[config.mk]
export PLATFORM = sky130hd
export DESIGN_NAME = tpw_top
export DESIGN_NICKNAME = d
export VERILOG_FILES = /design/src/hw/tpw_top.v /design/src/hw/tpw_tick_gen.v
export VERILOG_INCLUDE_DIRS = /design/src /design/src/hw
export SDC_FILE = /design/constraint.sdc
export NUM_CORES = 1
export LEC_CHECK = 0
export BUFFER_PORTS_ARGS = -buffer_cell sky130_fd_sc_hd__buf_2
export CAP_MARGIN = 20
export CORE_ASPECT_RATIO = 0.9
export CORE_MARGIN = 5
export CORE_UTILIZATION = 50
export CTS_BUF_LIST = sky130_fd_sc_hd__clkbuf_4 sky130_fd_sc_hd__clkbuf_8 sky130_fd_sc_hd__clkbuf_16
export CTS_CLUSTER_DIAMETER = 50
export CTS_CLUSTER_SIZE = 12
export DETAILED_ROUTE_END_ITERATION = 10
export PLACE_DENSITY = 0.71
export SYNTH_ARGS = -nofsm -noshare
export SYNTH_HDL_FRONTEND = slang
export SYNTH_SLANG_ARGS = --single-unit
[constraint.sdc]
create_clock -name REF_CLK -period 6.2 [get_ports REF_CLK]
set_input_delay 0.31 -clock REF_CLK [delete_from_list [all_inputs] [get_ports REF_CLK]]
set_output_delay 0.31 -clock REF_CLK [all_outputs]
set_load 0.005 [all_outputs]
[src/hw/tpw_defines.vh]
// constants of the pwm timer channel: offsets, fields, reset values, counts
`ifndef TPW_DEFINES_VH
`define TPW_DEFINES_VH

// ****************************************
// register byte offsets
// ****************************************
`define TPW_OFF_MODE    8'h00
`define TPW_OFF_TIMER   8'h04
`define TPW_OFF_CTRL    8'h08
`define TPW_OFF_STATUS  8'h0c
`define TPW_OFF_MASK    8'h10

// ****************************************
// timer_mode_control fields
// ****************************************
`define TPW_F_OPSEL     1:0
`define TPW_OPSEL_PWM   2'h3
`define TPW_B_TRIG_EDGE 3
`define TPW_B_TRIG_SRC  4
`define TPW_B_WIDTH8    5
`define TPW_F_SRC       7:6
`define TPW_SRC_UNDIV   2'h0
`define TPW_SRC_DIV8    2'h1
`define TPW_SRC_DIV32   2'h2
`define TPW_SRC_SUB32   2'h3

// ****************************************
// control, status and mask fields
// ****************************************
`define TPW_B_START     0
`define TPW_B_TRIG_PIN  1
`define TPW_B_OUT_FN    2
`define TPW_B_TRIG_OVF  3
`define TPW_B_PORT_OUT  4
`define TPW_B_EV_FALL   0
`define TPW_B_EV_RELOAD 1
`define TPW_B_ST_RUN    4
`define TPW_B_ST_OUT    5
`define TPW_B_ST_TRIG   6

// ****************************************
// reset values
// ****************************************
`define TPW_RST_MODE    8'h00
`define TPW_RST_CTRL    8'h00
`define TPW_RST_TIMER   16'h0000
`define TPW_RST_EV      2'h0

// ****************************************
// timing counts
// ****************************************
`define TPW_PERIOD16    16'hffff
`define TPW_PERIOD8     16'h00ff
`define TPW_DIV8_LAST   3'h7
`define TPW_DIV32_LAST  5'h1f

`endif

[src/hw/tpw_top.v]
// pwm timer channel with apb register slave
// Notes on behaviour
// - pwm operation only when both operation mode bits are one
// - count source: undivided, /8, /32, or sub-clock /32 by bits 7:6
// - counter counts down per tick, as 8-bit or 16-bit modulator
// - at each pulse rising edge counter reloads and keeps counting
// - triggers are ignored once counting runs
// - 16-bit: high n ticks, period fixed at 65535 ticks
// - 8-bit: high n*(m+1) ticks, n upper byte, m lower byte
// - 8-bit: period 255*(m+1) ticks
// - triggered start by trigger pin edge or other timer overflow
// - software sets start flag to one to start counting
// - start flag zero stops the channel
// - interrupt request on each pulse falling edge
// - trigger pin is general input or trigger input
// - output pin carries pulse when its function select is on
// - timer value reads are undefined
// - write while stopped loads reload and counter together
// - write while running loads reload only, counter at next reload
//
// The APB interface to the registers and the placing of the registers were decided locally.
`timescale 1ns/1ps
`default_nettype none
`include "tpw_defines.vh"

module tpw_top (
    input  wire        REF_CLK,
    input  wire        RST_N,
    // apb register slave
    input  wire        PSEL,
    input  wire        PENABLE,
    input  wire        PWRITE,
    input  wire [7:0]  PADDR,
    input  wire [31:0] PWDATA,
    output reg  [31:0] PRDATA,
    output reg         PREADY,
    output reg         PSLVERR,
    // channel pins and other timer overflow
    input  wire        TRIG_IN_PIN,
    input  wire        SUB_CLK_PIN,
    input  wire        OTHER_OVF,
    // pulse pin and interrupt request
    output reg         PULSE_OUT_PIN,
    output reg         IRQ
);

    // ****************************************
    // declarations
    // ****************************************
    // registers, counters and pulse state
    reg  [7:0]  mode_q;
    reg  [7:0]  ctrl_q;
    reg  [15:0] reload_q;
    reg  [15:0] cnt_q;
    reg  [15:0] per_q;
    reg  [7:0]  pre_q;
    reg  [1:0]  ev_q;
    reg  [1:0]  mask_q;
    reg         run_q;
    reg         out_q;
    reg         out_prev_q;
    reg         reload_ev_q;

    // trigger sampler and filtered level
    reg         t1_q;
    reg         t2_q;
    reg         t3_q;
    reg         trig_lvl_q;
    wire        trig_lvl_d;
    wire        trig_edge;
    wire        trig_event;

    // start, stop and modulator terms
    wire        tick;
    wire        pwm_mode;
    wire        eight;
    wire        go;
    wire        stop;
    wire        unit;
    wire        pstart;
    wire [15:0] width_n;
    wire [15:0] period_n;
    wire [7:0]  presc_m;

    // bus decode, events and read path
    wire        first_acc;
    wire        wr_acc;
    wire        rd_acc;
    wire        fall_ev;
    wire [1:0]  ev_set;
    reg  [31:0] rd_data;
    reg         rd_err;

    // ****************************************
    // helpers
    // ****************************************
    // address match for one register
    // whole byte compare: unaligned addresses take the error path
    function hit;
        input [7:0] addr;
        input [7:0] off;
        begin
            hit = (addr == off);
        end
    endfunction

    // decrement that holds at zero
    // holding keeps a spent width from wrapping into a long pulse
    function [15:0] dec16;
        input [15:0] v;
        begin
            dec16 = (v == 16'h0000) ? 16'h0000 : v - 16'h0001;
        end
    endfunction

    // ****************************************
    // count source
    // ****************************************
    // one-clock tick strobe; the undivided source strobes every clock
    tpw_tick_gen u_tick (
        .clk         (REF_CLK),
        .rst_n       (RST_N),
        .sub_clk_pin (SUB_CLK_PIN),
        .src_sel     (mode_q[`TPW_F_SRC]),
        .tick        (tick)
    );

    // ****************************************
    // apb access decode
    // ****************************************
    // one wait state: pready rises in the second access cycle
    // the registered pready costs that wait but keeps bus outputs on flops
    assign first_acc = PSEL & PENABLE & ~PREADY;
    assign wr_acc    = PSEL & PENABLE & PREADY & PWRITE;
    assign rd_acc    = first_acc & ~PWRITE;

    // read mux and unmapped detect
    always @* begin
        rd_data = 32'h0000_0000;
        rd_err  = 1'b0;
        case (PADDR)
            `TPW_OFF_MODE:   rd_data = {24'h000000, mode_q};
            // the running count is not exposed
            `TPW_OFF_TIMER:  rd_data = 32'h0000_0000;
            `TPW_OFF_CTRL:   rd_data = {24'h000000, ctrl_q};
            `TPW_OFF_STATUS: begin
                // events, then live run, pulse and trigger levels
                rd_data[1:0]            = ev_q;
                rd_data[`TPW_B_ST_RUN]  = run_q;
                rd_data[`TPW_B_ST_OUT]  = out_q;
                rd_data[`TPW_B_ST_TRIG] = trig_lvl_q;
            end
            `TPW_OFF_MASK:   rd_data = {30'h00000000, mask_q};
            // any other byte address is refused
            default:         rd_err  = 1'b1;
        endcase
    end

    // bus answer flops
    always @(posedge REF_CLK or negedge RST_N) begin
        if (!RST_N) begin
            PREADY  <= 1'b0;
            PRDATA  <= 32'h0000_0000;
            PSLVERR <= 1'b0;
        end else begin
            PREADY <= first_acc;
            // read data is caught one edge early so it stands beside pready
            if (first_acc) begin
                // pslverr rises only with pready and falls with it
                PSLVERR <= rd_err;
                if (rd_acc)
                    PRDATA <= rd_data;
            end else begin
                PSLVERR <= 1'b0;
            end
        end
    end

    // ****************************************
    // configuration registers
    // ****************************************
    // mode, control and mask writes
    // unmapped writes change nothing and answer with pslverr
    always @(posedge REF_CLK or negedge RST_N) begin
        if (!RST_N) begin
            mode_q <= `TPW_RST_MODE;
            ctrl_q <= `TPW_RST_CTRL;
            mask_q <= `TPW_RST_EV;
        end else if (wr_acc) begin
            if (hit(PADDR, `TPW_OFF_MODE)) begin
                mode_q <= PWDATA[7:0];
                // the width bit is frozen while running: switching mid period
                // would mix the 8-bit and 16-bit period arithmetic
                if (run_q)
                    mode_q[`TPW_B_WIDTH8] <= mode_q[`TPW_B_WIDTH8];
            end
            if (hit(PADDR, `TPW_OFF_CTRL))
                ctrl_q <= PWDATA[7:0];
            if (hit(PADDR, `TPW_OFF_MASK))
                mask_q <= PWDATA[1:0];
        end
    end

    // ****************************************
    // trigger input
    // ****************************************
    // a pin pulse shorter than two clocks never passes the filter
    // the level resets low, so a pin idling low gives no false edge
    assign trig_lvl_d = (t2_q == t3_q) ? t3_q : trig_lvl_q;
    assign trig_edge  = mode_q[`TPW_B_TRIG_EDGE] ? (trig_lvl_d & ~trig_lvl_q)
                                                 : (~trig_lvl_d & trig_lvl_q);
    // pin edge only when the pin serves as trigger input
    assign trig_event = ctrl_q[`TPW_B_TRIG_OVF] ? OTHER_OVF
                      : (ctrl_q[`TPW_B_TRIG_PIN] & trig_edge);

    // three-stage trigger pin sampler
    // only the second and third stages are compared, never the first
    always @(posedge REF_CLK or negedge RST_N) begin
        if (!RST_N) begin
            t1_q       <= 1'b0;
            t2_q       <= 1'b0;
            t3_q       <= 1'b0;
            trig_lvl_q <= 1'b0;
        end else begin
            t1_q       <= TRIG_IN_PIN;
            t2_q       <= t1_q;
            t3_q       <= t2_q;
            trig_lvl_q <= trig_lvl_d;
        end
    end

    // ****************************************
    // start and stop
    // ****************************************
    assign pwm_mode = (mode_q[`TPW_F_OPSEL] == `TPW_OPSEL_PWM);
    // clearing start or leaving pwm operation ends the run next edge
    assign stop     = ~ctrl_q[`TPW_B_START] | ~pwm_mode;
    // start only from idle; running ignores triggers
    // a trigger while stopped or disabled is not remembered
    assign go = ~run_q & ~stop
              & (~mode_q[`TPW_B_TRIG_SRC] | trig_event);

    // ****************************************
    // modulator arithmetic
    // ****************************************
    // the first unit after a start follows the free divider phase, so the
    // first period may be up to one tick short; later periods are exact
    assign eight    = mode_q[`TPW_B_WIDTH8];
    assign width_n  = eight ? {8'h00, reload_q[15:8]} : reload_q;
    assign presc_m  = reload_q[7:0];
    assign period_n = eight ? `TPW_PERIOD8 : `TPW_PERIOD16;
    // one modulator unit: a tick, or m+1 ticks in 8-bit operation
    // in 16-bit operation every tick is a unit and the prescale is unused
    assign unit     = run_q & tick & (~eight | (pre_q == 8'h00));
    // a period restarts on the unit that finds the period count at one
    assign pstart   = go | (unit & (per_q == 16'h0001) & ~stop);

    // ****************************************
    // counter and pulse
    // ****************************************
    // run state, down counters and pulse level
    always @(posedge REF_CLK or negedge RST_N) begin
        if (!RST_N) begin
            run_q       <= 1'b0;
            out_q       <= 1'b0;
            cnt_q       <= `TPW_RST_TIMER;
            per_q       <= `TPW_RST_TIMER;
            pre_q       <= 8'h00;
            reload_q    <= `TPW_RST_TIMER;
            reload_ev_q <= 1'b0;
        end else begin
            reload_ev_q <= 1'b0;
            // a write in the very cycle of a start reaches the counter a period late
            if (wr_acc && hit(PADDR, `TPW_OFF_TIMER)) begin
                reload_q <= PWDATA[15:0];
                if (!run_q)
                    cnt_q <= PWDATA[15:0];
            end
            // a stop forces the pulse low, which the events logic counts as a fall
            if (run_q && stop) begin
                run_q <= 1'b0;
                out_q <= 1'b0;
            end else if (pstart) begin
                run_q       <= 1'b1;
                cnt_q       <= width_n;
                per_q       <= period_n;
                pre_q       <= presc_m;
                out_q       <= (width_n != 16'h0000);
                reload_ev_q <= 1'b1;
            end else if (run_q && tick) begin
                // the prescale spans m+1 ticks per unit and reloads at each wrap
                pre_q <= (pre_q == 8'h00) ? presc_m : pre_q - 8'h01;
                if (unit) begin
                    per_q <= dec16(per_q);
                    cnt_q <= dec16(cnt_q);
                    // drop the pulse on the unit that uses up the width
                    if (cnt_q <= 16'h0001)
                        out_q <= 1'b0;
                end
            end
        end
    end

    // ****************************************
    // events and interrupt
    // ****************************************
    assign fall_ev = out_prev_q & ~out_q;
    // low bit pulse fall, high bit period start
    assign ev_set  = {reload_ev_q, fall_ev};

    // sticky status, write one to clear, set wins
    // so an event in the clear cycle is never lost
    always @(posedge REF_CLK or negedge RST_N) begin
        if (!RST_N) begin
            out_prev_q <= 1'b0;
            ev_q       <= `TPW_RST_EV;
            IRQ        <= 1'b0;
        end else begin
            // previous pulse level for the fall detector
            out_prev_q <= out_q;
            if (wr_acc && hit(PADDR, `TPW_OFF_STATUS))
                ev_q <= (ev_q & ~PWDATA[1:0]) | ev_set;
            else
                ev_q <= ev_q | ev_set;
            // level request, one clock behind the status bits
            IRQ <= |(ev_q & mask_q);
        end
    end

    // ****************************************
    // output pin routing
    // ****************************************
    // pulse or port value onto the output pin
    // with the function select off the pin is a plain port bit
    always @(posedge REF_CLK or negedge RST_N) begin
        if (!RST_N)
            PULSE_OUT_PIN <= 1'b0;
        else if (ctrl_q[`TPW_B_OUT_FN])
            PULSE_OUT_PIN <= out_q;
        else
            PULSE_OUT_PIN <= ctrl_q[`TPW_B_PORT_OUT];
    end

endmodule // tpw_top
`default_nettype wire

[src/hw/tpw_tick_gen.v]
// count source tick generator for the pwm timer channel
`timescale 1ns/1ps
`default_nettype none
`include "tpw_defines.vh"

module tpw_tick_gen (
    input  wire       clk,
    input  wire       rst_n,
    input  wire       sub_clk_pin,
    input  wire [1:0] src_sel,
    output reg        tick
);

    reg  [4:0] div_q;
    reg  [4:0] sub_div_q;
    reg        s1_q;
    reg        s2_q;
    reg        s3_q;
    reg        sub_lvl_q;
    wire       sub_lvl_d;
    wire       sub_rise;

    // ****************************************
    // sub-clock synchroniser and filter
    // ****************************************
    assign sub_lvl_d = (s2_q == s3_q) ? s3_q : sub_lvl_q; // counts once stages agree
    assign sub_rise  = sub_lvl_d & ~sub_lvl_q;

    // three-stage sampling of the low-speed clock pin
    always @(posedge clk or negedge rst_n) begin
        if (!rst_n) begin
            s1_q      <= 1'b0;
            s2_q      <= 1'b0;
            s3_q      <= 1'b0;
            sub_lvl_q <= 1'b0;
            sub_div_q <= 5'h00;
        end else begin
            s1_q      <= sub_clk_pin;
            s2_q      <= s1_q;
            s3_q      <= s2_q;
            sub_lvl_q <= sub_lvl_d;
            if (sub_rise)
                sub_div_q <= sub_div_q + 5'h01;
        end
    end

    // ****************************************
    // source selection
    // ****************************************
    // free-running divider and selected tick pulse
    always @(posedge clk or negedge rst_n) begin
        if (!rst_n) begin
            div_q <= 5'h00;
            tick  <= 1'b0;
        end else begin
            div_q <= div_q + 5'h01;
            case (src_sel)
                `TPW_SRC_UNDIV: tick <= 1'b1;
                `TPW_SRC_DIV8:  tick <= (div_q[2:0] == `TPW_DIV8_LAST);
                `TPW_SRC_DIV32: tick <= (div_q == `TPW_DIV32_LAST);
                default:        tick <= sub_rise && (sub_div_q == `TPW_DIV32_LAST);
            endcase
        end
    end

endmodule // tpw_tick_gen
`default_nettype wire

==> results of run 1 <==
## sequential cells by signal, indices dropped and copies added (netlist names), 5 cells and up
register and count:
PRDATA 8, cnt_q 16, ctrl_q 8, mode_q 8
per_q 16, pre_q 8, reload_q 16, u_tick.div_q 5
u_tick.sub_div_q 5
## synthesized netlist by cell type, drive strengths merged (7+ instances only)
cell type  number  area share [%]
o21ai          38             3.2
nand4           9             1.0
dfrtp         111              45
ha             11             2.3
inv            19             1.2
mux2i          14             2.3
and3           11             1.2
or3             9            0.92
o211ai          7            0.86
mux2           38             7.0
clkbuf         15            0.92
xnor2           8             1.1
nor3           27             2.3
a22oi           8            0.98
nor4            8            0.82
nand2          46             2.8
buf            33             3.8
a21oi          25             2.0
nor2           42             2.7
nand3          17             1.4
## layout by cell type, fill, tap and decap left out, types with 4 or more instances in the layout
master and instances:
nand2_1 46, inv_1 19, o32ai_1 5, nand3b_1 4, a221o_1 5, nor3b_1 4, buf_4 6, nor4_1 7
ha_1 11, or3_1 9, clkbuf_16 9, a31oi_1 5, and3_1 10, o22a_1 5, conb_1 24, o211ai_1 7
a21oi_1 25, o221ai_1 4, a22oi_1 8, a211oi_1 4, a2bb2oi_1 6, nand3_1 17, xnor2_1 8, nor3_1 26
nand2b_1 6, o22ai_1 4, buf_2 42, a22o_1 6, mux2i_1 14, or2_2 5, or4_1 5, mux2_2 38
nor2b_1 4, dfrtp_1 111, nand4_1 8, nor2_1 41, o21ai_0 35
## power groups by stage
| stage | Sequential (mW) | Combinational, mW | Clock, mW |
|---|---|---|---|
| floorplan | 0.773 | 0.0465 | 0 |
| global placement | 0.774 | 0.0747 | 0 |
| global route | 0.764 | 0.0877 | 0.612 |
| finish | 0.761 | 0.0755 | 0.573 |
| CTS | 0.761 | 0.0770 | 0.584 |
| detailed placement | 0.776 | 0.0762 | 0 |
## repair_timing
| action | 4_1_cts | 5_1_grt |
|---|---|---|
| resized for setup | 0 | 0 |
| hold endpoints to repair | 44 | 0 |
| hold buffers | 1 | 0 |
## layer usage
metal / track usage (%) / vias to the layer above / share of wire [%]
li1: - / 2289 / -
met1: 27.3 / 2350 / 45
met2: 32.7 / 141 / 47
met3: 4.37 / 38 / 4.9
met4: 8.86 / 0 / 3.1
met5: 0 / - / 0
## final cells by class
class                      count  area, um2  area share, %
multi-input combinational    455       3060           45.8
sequential                   111       2780           41.7
timing repair buffer          49        265           3.98
clock buffer                   9        225           3.38
tap                          160        200           3.00
inverter                      20       80.1           1.20
clock inverter                 6       62.6          0.938
## worst max path at each step
stage | cells after the start | from | slack, ns | to
6_report | 6 | per_q[7] | 3.18 | cnt_q[9]
5_1_grt | 6 | per_q[7] | 2.99 | cnt_q[10]
4_1_cts | 8 | pre_q[0] | 3.03 | per_q[13]
3_5_place_dp | 8 | pre_q[0] | 3.05 | per_q[13]
3_3_place_gp | 8 | pre_q[0] | 3.07 | per_q[13]
2_1_floorplan | 9 | cnt_q[0] | 3.72 | cnt_q[12]
## kinds of logic (layout without fill, tap and decap cells)
logic type,Yosys count,after routing
AOI/OAI and AO/OA,148,148
xor gates and xnor gates,10,10
adders and majority gates,13,13
buffers and inverters,68,84
DFF,111,111
muxes,52,52
other,1,24
and+or+nand+nor,208,208
## through the flow
stage	setup slack, ns	std cells
floorplan	3.72	634
global placement	3.07	793
detailed placement	3.05	793
CTS	3.03	809
global route	2.99	810
finish	3.18	810
==> impl_metrics.yaml, run 1 <==
timing:
  setup_tns_ns: 0
  setup_viol: 0
  period_needed_ns: 3.02
  rsz0062_at_grt: "false"
  clock_skew_ns: 0.0102
  period_share_pct: 48.8
  drv_slew: 0
  worst-slew-pin-transition_ns: 1.11
  final_hold_viol_count: 0
  slew_headroom_pct: 25.3
  whs_ns: 0.0529
  fmax_mhz: 331
floorplan:
  dieArea_um2: 14500
  core_um2: 12000
  fp.dieW_um: 127
  start_util_pct: 50.8
  die_y_um: 115
  rows: 38
  io_pins: 84
synth:
  synth_edf_count: 0
  synthArstFlopShare_pct: 100
  synth_xor_area_share_pct: 1.43
  synth_top_family_by_area: "simple AND/OR/NAND/NOR gates"
  yosysWarnings: 0
  yosys.cell_types.count: 70
  synth_fa_ha_area_share_pct: 2.58
  synth-simple-area-share_pct: 18.0
  syn_inst: 611
  seq_area_frac_synth_pct: 45.5
  synth_area_per_cell_um2: 10.0
  synthMuxAreaShare_pct: 9.30
  syn_area_um2: 6110
  synth_compound_area_share_pct: 17.1
  ys_ff_latch: 111
  ys.flop_type: "dfrtp_1"
setup_path:
  r2r_slack_ns: 3.18
  r2r-end: "cnt_q[9]"
  crit_path_max_fanout: 12
  cp_slowest_cell: "or4_1"
  cp_top_family: "simple AND/OR/NAND/NOR gates"
  crit_arrival_ns: 3.30
  r2r_cells: 6
  cp_data_required_time_ns: 6.48
  path_cells: "or4_1 -> nor4b_4 -> nand4_1 -> o21ai_1 -> a22oi_1 -> o21ai_0"
  path_buf_inv: 0
  worstSetupEndpointType: "flip-flop"
  r2r-start: "per_q[7]"
  max_stage_delay_ns: 0.69
  cp-start-kind: "flip-flop"
  critPathKind: "reg -> reg"
routing:
  firstDrtPassIters: 5
  via_per_inst: 5.95
  vias: 4818
  drc: 0
  wire_per_inst_um: 17.7
  ant_nets: 0
  wirelength_um: 14300
  dr.first_iter.drc_count: 526
power_and_ir_drop:
  vdd_ir_drop_max_mv: 0.179
  combPwrFrac_pct: 5.4
  p_seq_share_pct: 54.0
  switching_power_uw: 352
  total_power_mw: 1.41
  clkPwrFrac_pct: 40.6
  p_leak_nw: 2.93
  swShare_pct: 25.0
  p_per_area_nw_per_um2: 211
  internal_power_mw: 1.06
global_route:
  grtUsageTotal_pct: 20.5
  grt_pass1_vias: 4838
  grt_max_degree: 67
  grt_pass1_wl_um: 24000
  grt_antenna_before_repair: 0
  grt_overflow: 0
placed_design:
  placed_cell_area_um2: 6360
  hpwl_um: 10400
  portBuffers: 43
  place.gp.congestion: 0.892
cells_and_area:
  nets: 705
  final_util_pct: 55.4
  syn_to_final_growth_pct: 9.16
  design_area_um2: 6670
  nFillCells: 1033
  drive_gt1_share_pct: 18.5
  antenna_cells: 0
clocking:
  htreeDepth: 3
  insertion_delay_ns: 0.36
  clockRootBuffer: "clkbuf_16"
  cts_sinks: 111
  post_cts_buffers: 0
  cts_made_buffers: 9
  cts_buffer_depth: 2
  cts_tree: "built"
  clk_pin_slew_ns: 0.07
flow_run:
  cap_violations: 0
hold_path:
  worstHoldPathType: "in -> reg"
  hold_start: "TRIG_IN_PIN"
  min_to: "t1_q"
  min_path_cells: 1
outcome:
  outcome: "completed"
Power figures use the tool's default switching activity.
==> run 2, diff against run 1 <==
Settings changed: PLACE_DENSITY 0.71 to 0.74.
Clock period 6.2 ns to 2.44 ns, I/O delays scaled along.
==> impl_metrics.yaml, run 2 (synthesis results as in run 1) <==
timing:
  clock_skew_ns: 0.0112
  fmax_mhz: 421
  drv_slew: 0
  rsz0062_at_grt: "true"
  period_share_pct: 97.4
  worst-slew-pin-transition_ns: 0.561
  whs_ns: 0.0174
  slew_headroom_pct: 62.4
  fin_ws_ns: 0.0640
  setup_viol: 0
  setup_tns_ns: 0
  final_hold_viol_count: 0
  period_needed_ns: 2.38
power_and_ir_drop:
  vdd_ir_drop_max_mv: 0.466
  total_power_mw: 3.62
  p_per_area_nw_per_um2: 509
  p_leak_nw: 3.18
cells_and_area:
  drive_gt1_share_pct: 24.6
  final_common_cell: "dfrtp_1"
  nets: 748
  top_regs: "cnt_q: 16 flops, per_q: 16 flops, reload_q: 16 flops"
  design_area_um2: 7120
  syn_to_final_growth_pct: 16.5
  layout_common_cells: "dfrtp_1, nand2_1, buf_4"
  antenna_cells: 0
floorplan:
  core_um2: 12000
  die_y_um: 115
  dieArea_um2: 14500
  start_util_pct: 50.8
  fp.dieW_um: 127
  io_pins: 84
  rows: 38
clocking:
  htreeDepth: 3
  cts_made_buffers: 9
  insertion_delay_ns: 0.36
  cts_buffer_depth: 2
  cts_sinks: 111
  clockRootBuffer: "clkbuf_16"
  cts_tree: "built"
  clk_pin_slew_ns: 0.08
outcome:
  outcome: "completed"
placed_design:
  post-place-ws_ns: -0.0389
  place.gp.congestion: 0.922
  portBuffers: 43
  placed_cell_area_um2: 6710
  hpwl_um: 11600
routing:
  drc: 0
  wirelength_um: 15600
  ant_nets: 0
  via_per_inst: 5.97
  dr.first_iter.drc_count: 448
  wire_per_inst_um: 18.3
  firstDrtPassIters: 5
  vias: 5096
global_route:
  grt_overflow: 0
  grt_use_met3_pct: 3.34
  grt.busiest_layer: "met2"
  grt_max_degree: 75
  grtUsageTotal_pct: 22.1
  grt_use_met2_pct: 36.5
  grt_pass1_wl_um: 25800
  grt_antenna_before_repair: 0
  grt_pass1_vias: 5105
  grt_use_met1_pct: 29.9
setup_path:
  worstSetupEndpointType: "flip-flop"
  critPathKind: "reg -> reg"
  crit_path_max_fanout: 5
  r2r_cells: 7
  cp_data_required_time_ns: 2.68
  crit_arrival_ns: 2.61
  cp-start-kind: "flip-flop"
hold_path:
  worstHoldPathType: "in -> reg"
  min_path_cells: 2
flow_run:
  cap_violations: 0
-- run 2: cell types whose count changed in the layout (fill, tap and decap cells not counted), moves of 2 or more --
cell and delta:
buf_4 +37, buf_12 +3, dlygate4sd3_1 +2, inv_6 -2
-- run 2: final timing paths --
path / startpoint / to / slack (ns)
worst max-delay path: per_q[8] / cnt_q[12] / 0.06
worst min-delay path: PWDATA[13] / reload_q[13] / 0.02
worst max register to register: per_q[8] / cnt_q[12] / 0.06
worst min register to register: t1_q / t2_q / 0.36
max in group asynchronous: RST_N / PSLVERR / 1.40
min in group asynchronous: RST_N / cnt_q[14] / 0.28
-- run 2: cell type report --
cell class / instances / area [um2]
fillers: 1015 / 4910
inverters: 20 / 80.1
clock inverters: 6 / 65.1
well taps: 160 / 200
clock buffers: 10 / 233
repair buffers: 92 / 634
flip-flops and latches: 111 / 2780
multi-input cells: 455 / 3130
-- run 2: routing by layer --
metal / wire length [um] / share of wire, %
met3: 827 / 5.3
met5: 0 / 0
met4: 312 / 2.0
met2: 7490 / 48
met1: 6970 / 45
-- run 2: repair_timing --
action	4_1_cts	5_1_grt
pin swaps	1	4
hold endpoints to repair	39	0
hold buffers	3	0
cloned	0	0
buffers inserted	1	1
endpoints found under the setup margin	6	29
resized for setup	3	13
-- run 2: metrics by stage --
stage	instances	utilization [%]
detailed placement	833	55.7
floorplan	634	-
global placement	833	55.7
global route	854	59.2
finish	854	59.2
CTS	853	58.6
-- run 2: worst max-delay path: stages, from the launching register on --
cell and delay, ns:
dfrtp_1 0.39, or4_4 0.55, nor4b_4 0.21, buf_4 0.18
nand4_4 0.08, o311ai_4 0.47, o21ai_2 0.08, a221o_1 0.29
-- run 2: power by group --
group	internal [mW]	total, mW	switching (mW)
sequential	1.89	1.94	0.0446
clock	0.736	1.48	0.740
combinational	0.0833	0.207	0.124
total	2.71	3.62	0.909
==> run 3, diff against run 2 <==
Settings changed: ABC_AREA from default to 1, PLACE_DENSITY 0.74 to 0.7.
Clock period 2.44 ns to 2.5 ns, I/O delays scaled along.
==> impl_metrics.yaml, run 3 <==
global_route:
  grt_pass1_wl_um: 27600
  grt_max_degree: 44
  grtUsageTotal_pct: 20.9
  grt_overflow: 0
  grt_pass1_vias: 5613
  grt_antenna_before_repair: 0
synth:
  seq_area_frac_synth_pct: 40.4
  ys_ff_latch: 111
  synth_top_area_share_pct: 40.4
  syn_area_um2: 6870
  synth_most_common_cell: "nand2_1"
  synth_area_per_cell_um2: 6.83
  synth_edf_count: 0
  syn_inst: 1005
  ys.flop_type: "dfrtp_1"
  yosys.cell_types.count: 38
  netlist_top_cells_area: "dfrtp_1, nand2_1, nor2_1"
  ys_top_cells_by_count: "nand2_1, dfrtp_1, nor2_1"
  yosysWarnings: 0
  synthArstFlopShare_pct: 100
  synth_top_area_cell: "dfrtp_1"
cells_and_area:
  syn_to_final_growth_pct: 9.62
  design_area_um2: 7530
  layout_common_cells: "nand2_1, dfrtp_1, nor2_1"
  regArea_um2: 2780
  final_util_pct: 56.1
  nFillCells: 1329
  final_common_cell: "nand2_1"
  nets: 1110
  multi_input_area_um2: 3490
  antenna_cells: 0
  drive_gt1_share_pct: 9.47
  stdcell_count: 1224
  top_regs: "cnt_q: 16 flops, per_q: 16 flops, reload_q: 16 flops"
setup_path:
  critPathKind: "reg -> reg"
  r2r-start: "pre_q[0]"
  path_cells: "inv_1 -> ha_1 -> nand2_2 -> o21ai_2 -> nand4_4 -> nand2_4 -> buf_4 -> nand2_1 -> nand2_1 -> nand2_1 -> nand2_1"
  cp-startpoint: "pre_q[0]"
  cp_slowest_cell: "dfrtp_1"
  crit_path_max_fanout: 27
  path_buf_inv: 2
  max_stage_delay_ns: 0.41
  cp_top_family: "simple AND/OR/NAND/NOR gates"
  crit_arrival_ns: 2.51
  cp_data_required_time_ns: 2.80
  cp-start-kind: "flip-flop"
  worstSetupEndpointType: "flip-flop"
  crit_top_cell: "nand2_1"
floorplan:
  io_pins: 84
  fp.dieW_um: 134
  core_um2: 13400
  rows: 40
  die_y_um: 121
  start_util_pct: 51.2
  dieArea_um2: 16200
routing:
  wire_per_inst_um: 13.3
  vias: 6231
  ant_nets: 0
  via_per_inst: 5.09
  firstDrtPassIters: 5
  dr.first_iter.drc_count: 522
  drc: 0
  wirelength_um: 16300
placed_design:
  portBuffers: 43
  placed_cells_incl_taps: 1205
  place.gp.congestion: 0.868
  post-place-ws_ns: 0.292
  placed_cell_area_um2: 7210
  hpwl_um: 11900
clocking:
  cts_tree: "built"
  cts_resized: 0
  cts_sinks: 111
  cts_made_buffers: 9
  clockRootBuffer: "clkbuf_16"
  insertion_delay_ns: 0.36
  cts_buffer_depth: 2
  htreeDepth: 3
  clk_pin_slew_ns: 0.07
timing:
  slew_headroom_pct: 60.2
  worst-slew-pin-transition_ns: 0.593
  fin_ws_ns: 0.284
  setup_viol: 0
  rsz0062_at_grt: "false"
  period_share_pct: 88.6
  drv_slew: 0
  clock_skew_ns: 0.0106
  fmax_mhz: 451
  setup_tns_ns: 0
  period_needed_ns: 2.22
  final_hold_viol_count: 0
  whs_ns: 0.00891
power_and_ir_drop:
  vdd_ir_drop_max_mv: 0.358
  total_power_mw: 3.56
  p_per_area_nw_per_um2: 473
  p_leak_nw: 4.09
hold_path:
  hold_start: "PENABLE"
  worstHoldPathType: "in -> reg"
flow_run:
  cap_violations: 0
outcome:
  outcome: "completed"
-- run 3: cell count changes after synthesis, moves of 7 or more --
cell,change
nand2_2,+7
and3_1,-10
xor2_1,+7
nand3_1,+59
nor3_1,-25
a21oi_1,+8
a22oi_1,-7
nor2_1,+70
mux2i_1,-14
nand2_1,+324
o21ai_0,+37
inv_1,+70
mux2_2,-38
or3_1,-9
-- run 3: report_power, final --
group / internal, mW / total (mW) / switching, mW
registers: 1.85 / 1.90 / 0.0428
clock network: 0.701 / 1.43 / 0.726
logic: 0.0910 / 0.235 / 0.144
total: 2.64 / 3.56 / 0.913
-- run 3: cell families (layout without fill, tap and decap cells) --
kind of cell	after synthesis	after routing	share of synthesized area (%)
AO/OA/AOI/OAI	123	123	9.38
XOR/XNOR	17	17	2.17
adder cells (fa/ha/maj)	11	11	2.00
buffers and inverters	146	174	10.0
flip-flops	111	111	40.4
other	1	24	0.0546
AND/OR/NAND/NOR	596	596	35.9
-- run 3: worst register-to-register path, delay by kind of cell (launching register included) --
kind	cells	cell delay, ns
adder cells (fa/ha/maj)	1	0.25
flip-flops	1	0.41
AO/OA/AOI/OAI	1	0.21
AND/OR/NAND/NOR	7	0.97
buffers and inverters	2	0.35
-- run 3: worst paths after layout --
path,to,slack [ns],depth (start not counted)
min,PREADY,0.009,3
max in group asynchronous,u_tick.sub_div_q[3],1.38,3
max reg2reg,pre_q[3],0.28,11
min reg2reg,t2_q,0.35,0
min in group asynchronous,IRQ,0.30,2
max,pre_q[3],0.28,11
-- run 3: metal layers --
layer,GRT usage [%],vias up,wire length [um],part of all wire (%)
li1,-,3227,-,-
met1,30.8,2811,7800,48
met2,31.9,178,7200,44
met3,4.35,15,1110,6.8
met4,4.24,0,184,1.1
met5,0,-,0,0
-- run 3: layout make-up --
type | instances | share of cell area, %
timing repair buffer | 65 | 5.52
multi-input combinational | 771 | 46.3
clock buffer | 9 | 2.99
clock inverter | 7 | 0.831
inverter | 93 | 4.64
tap | 168 | 2.79
sequential | 111 | 36.9
-- run 3: repair_timing --
item / CTS / global route
hold buffers: 3 / 0
hold endpoints to repair: 42 / 0
buffers inserted: 0 / 0
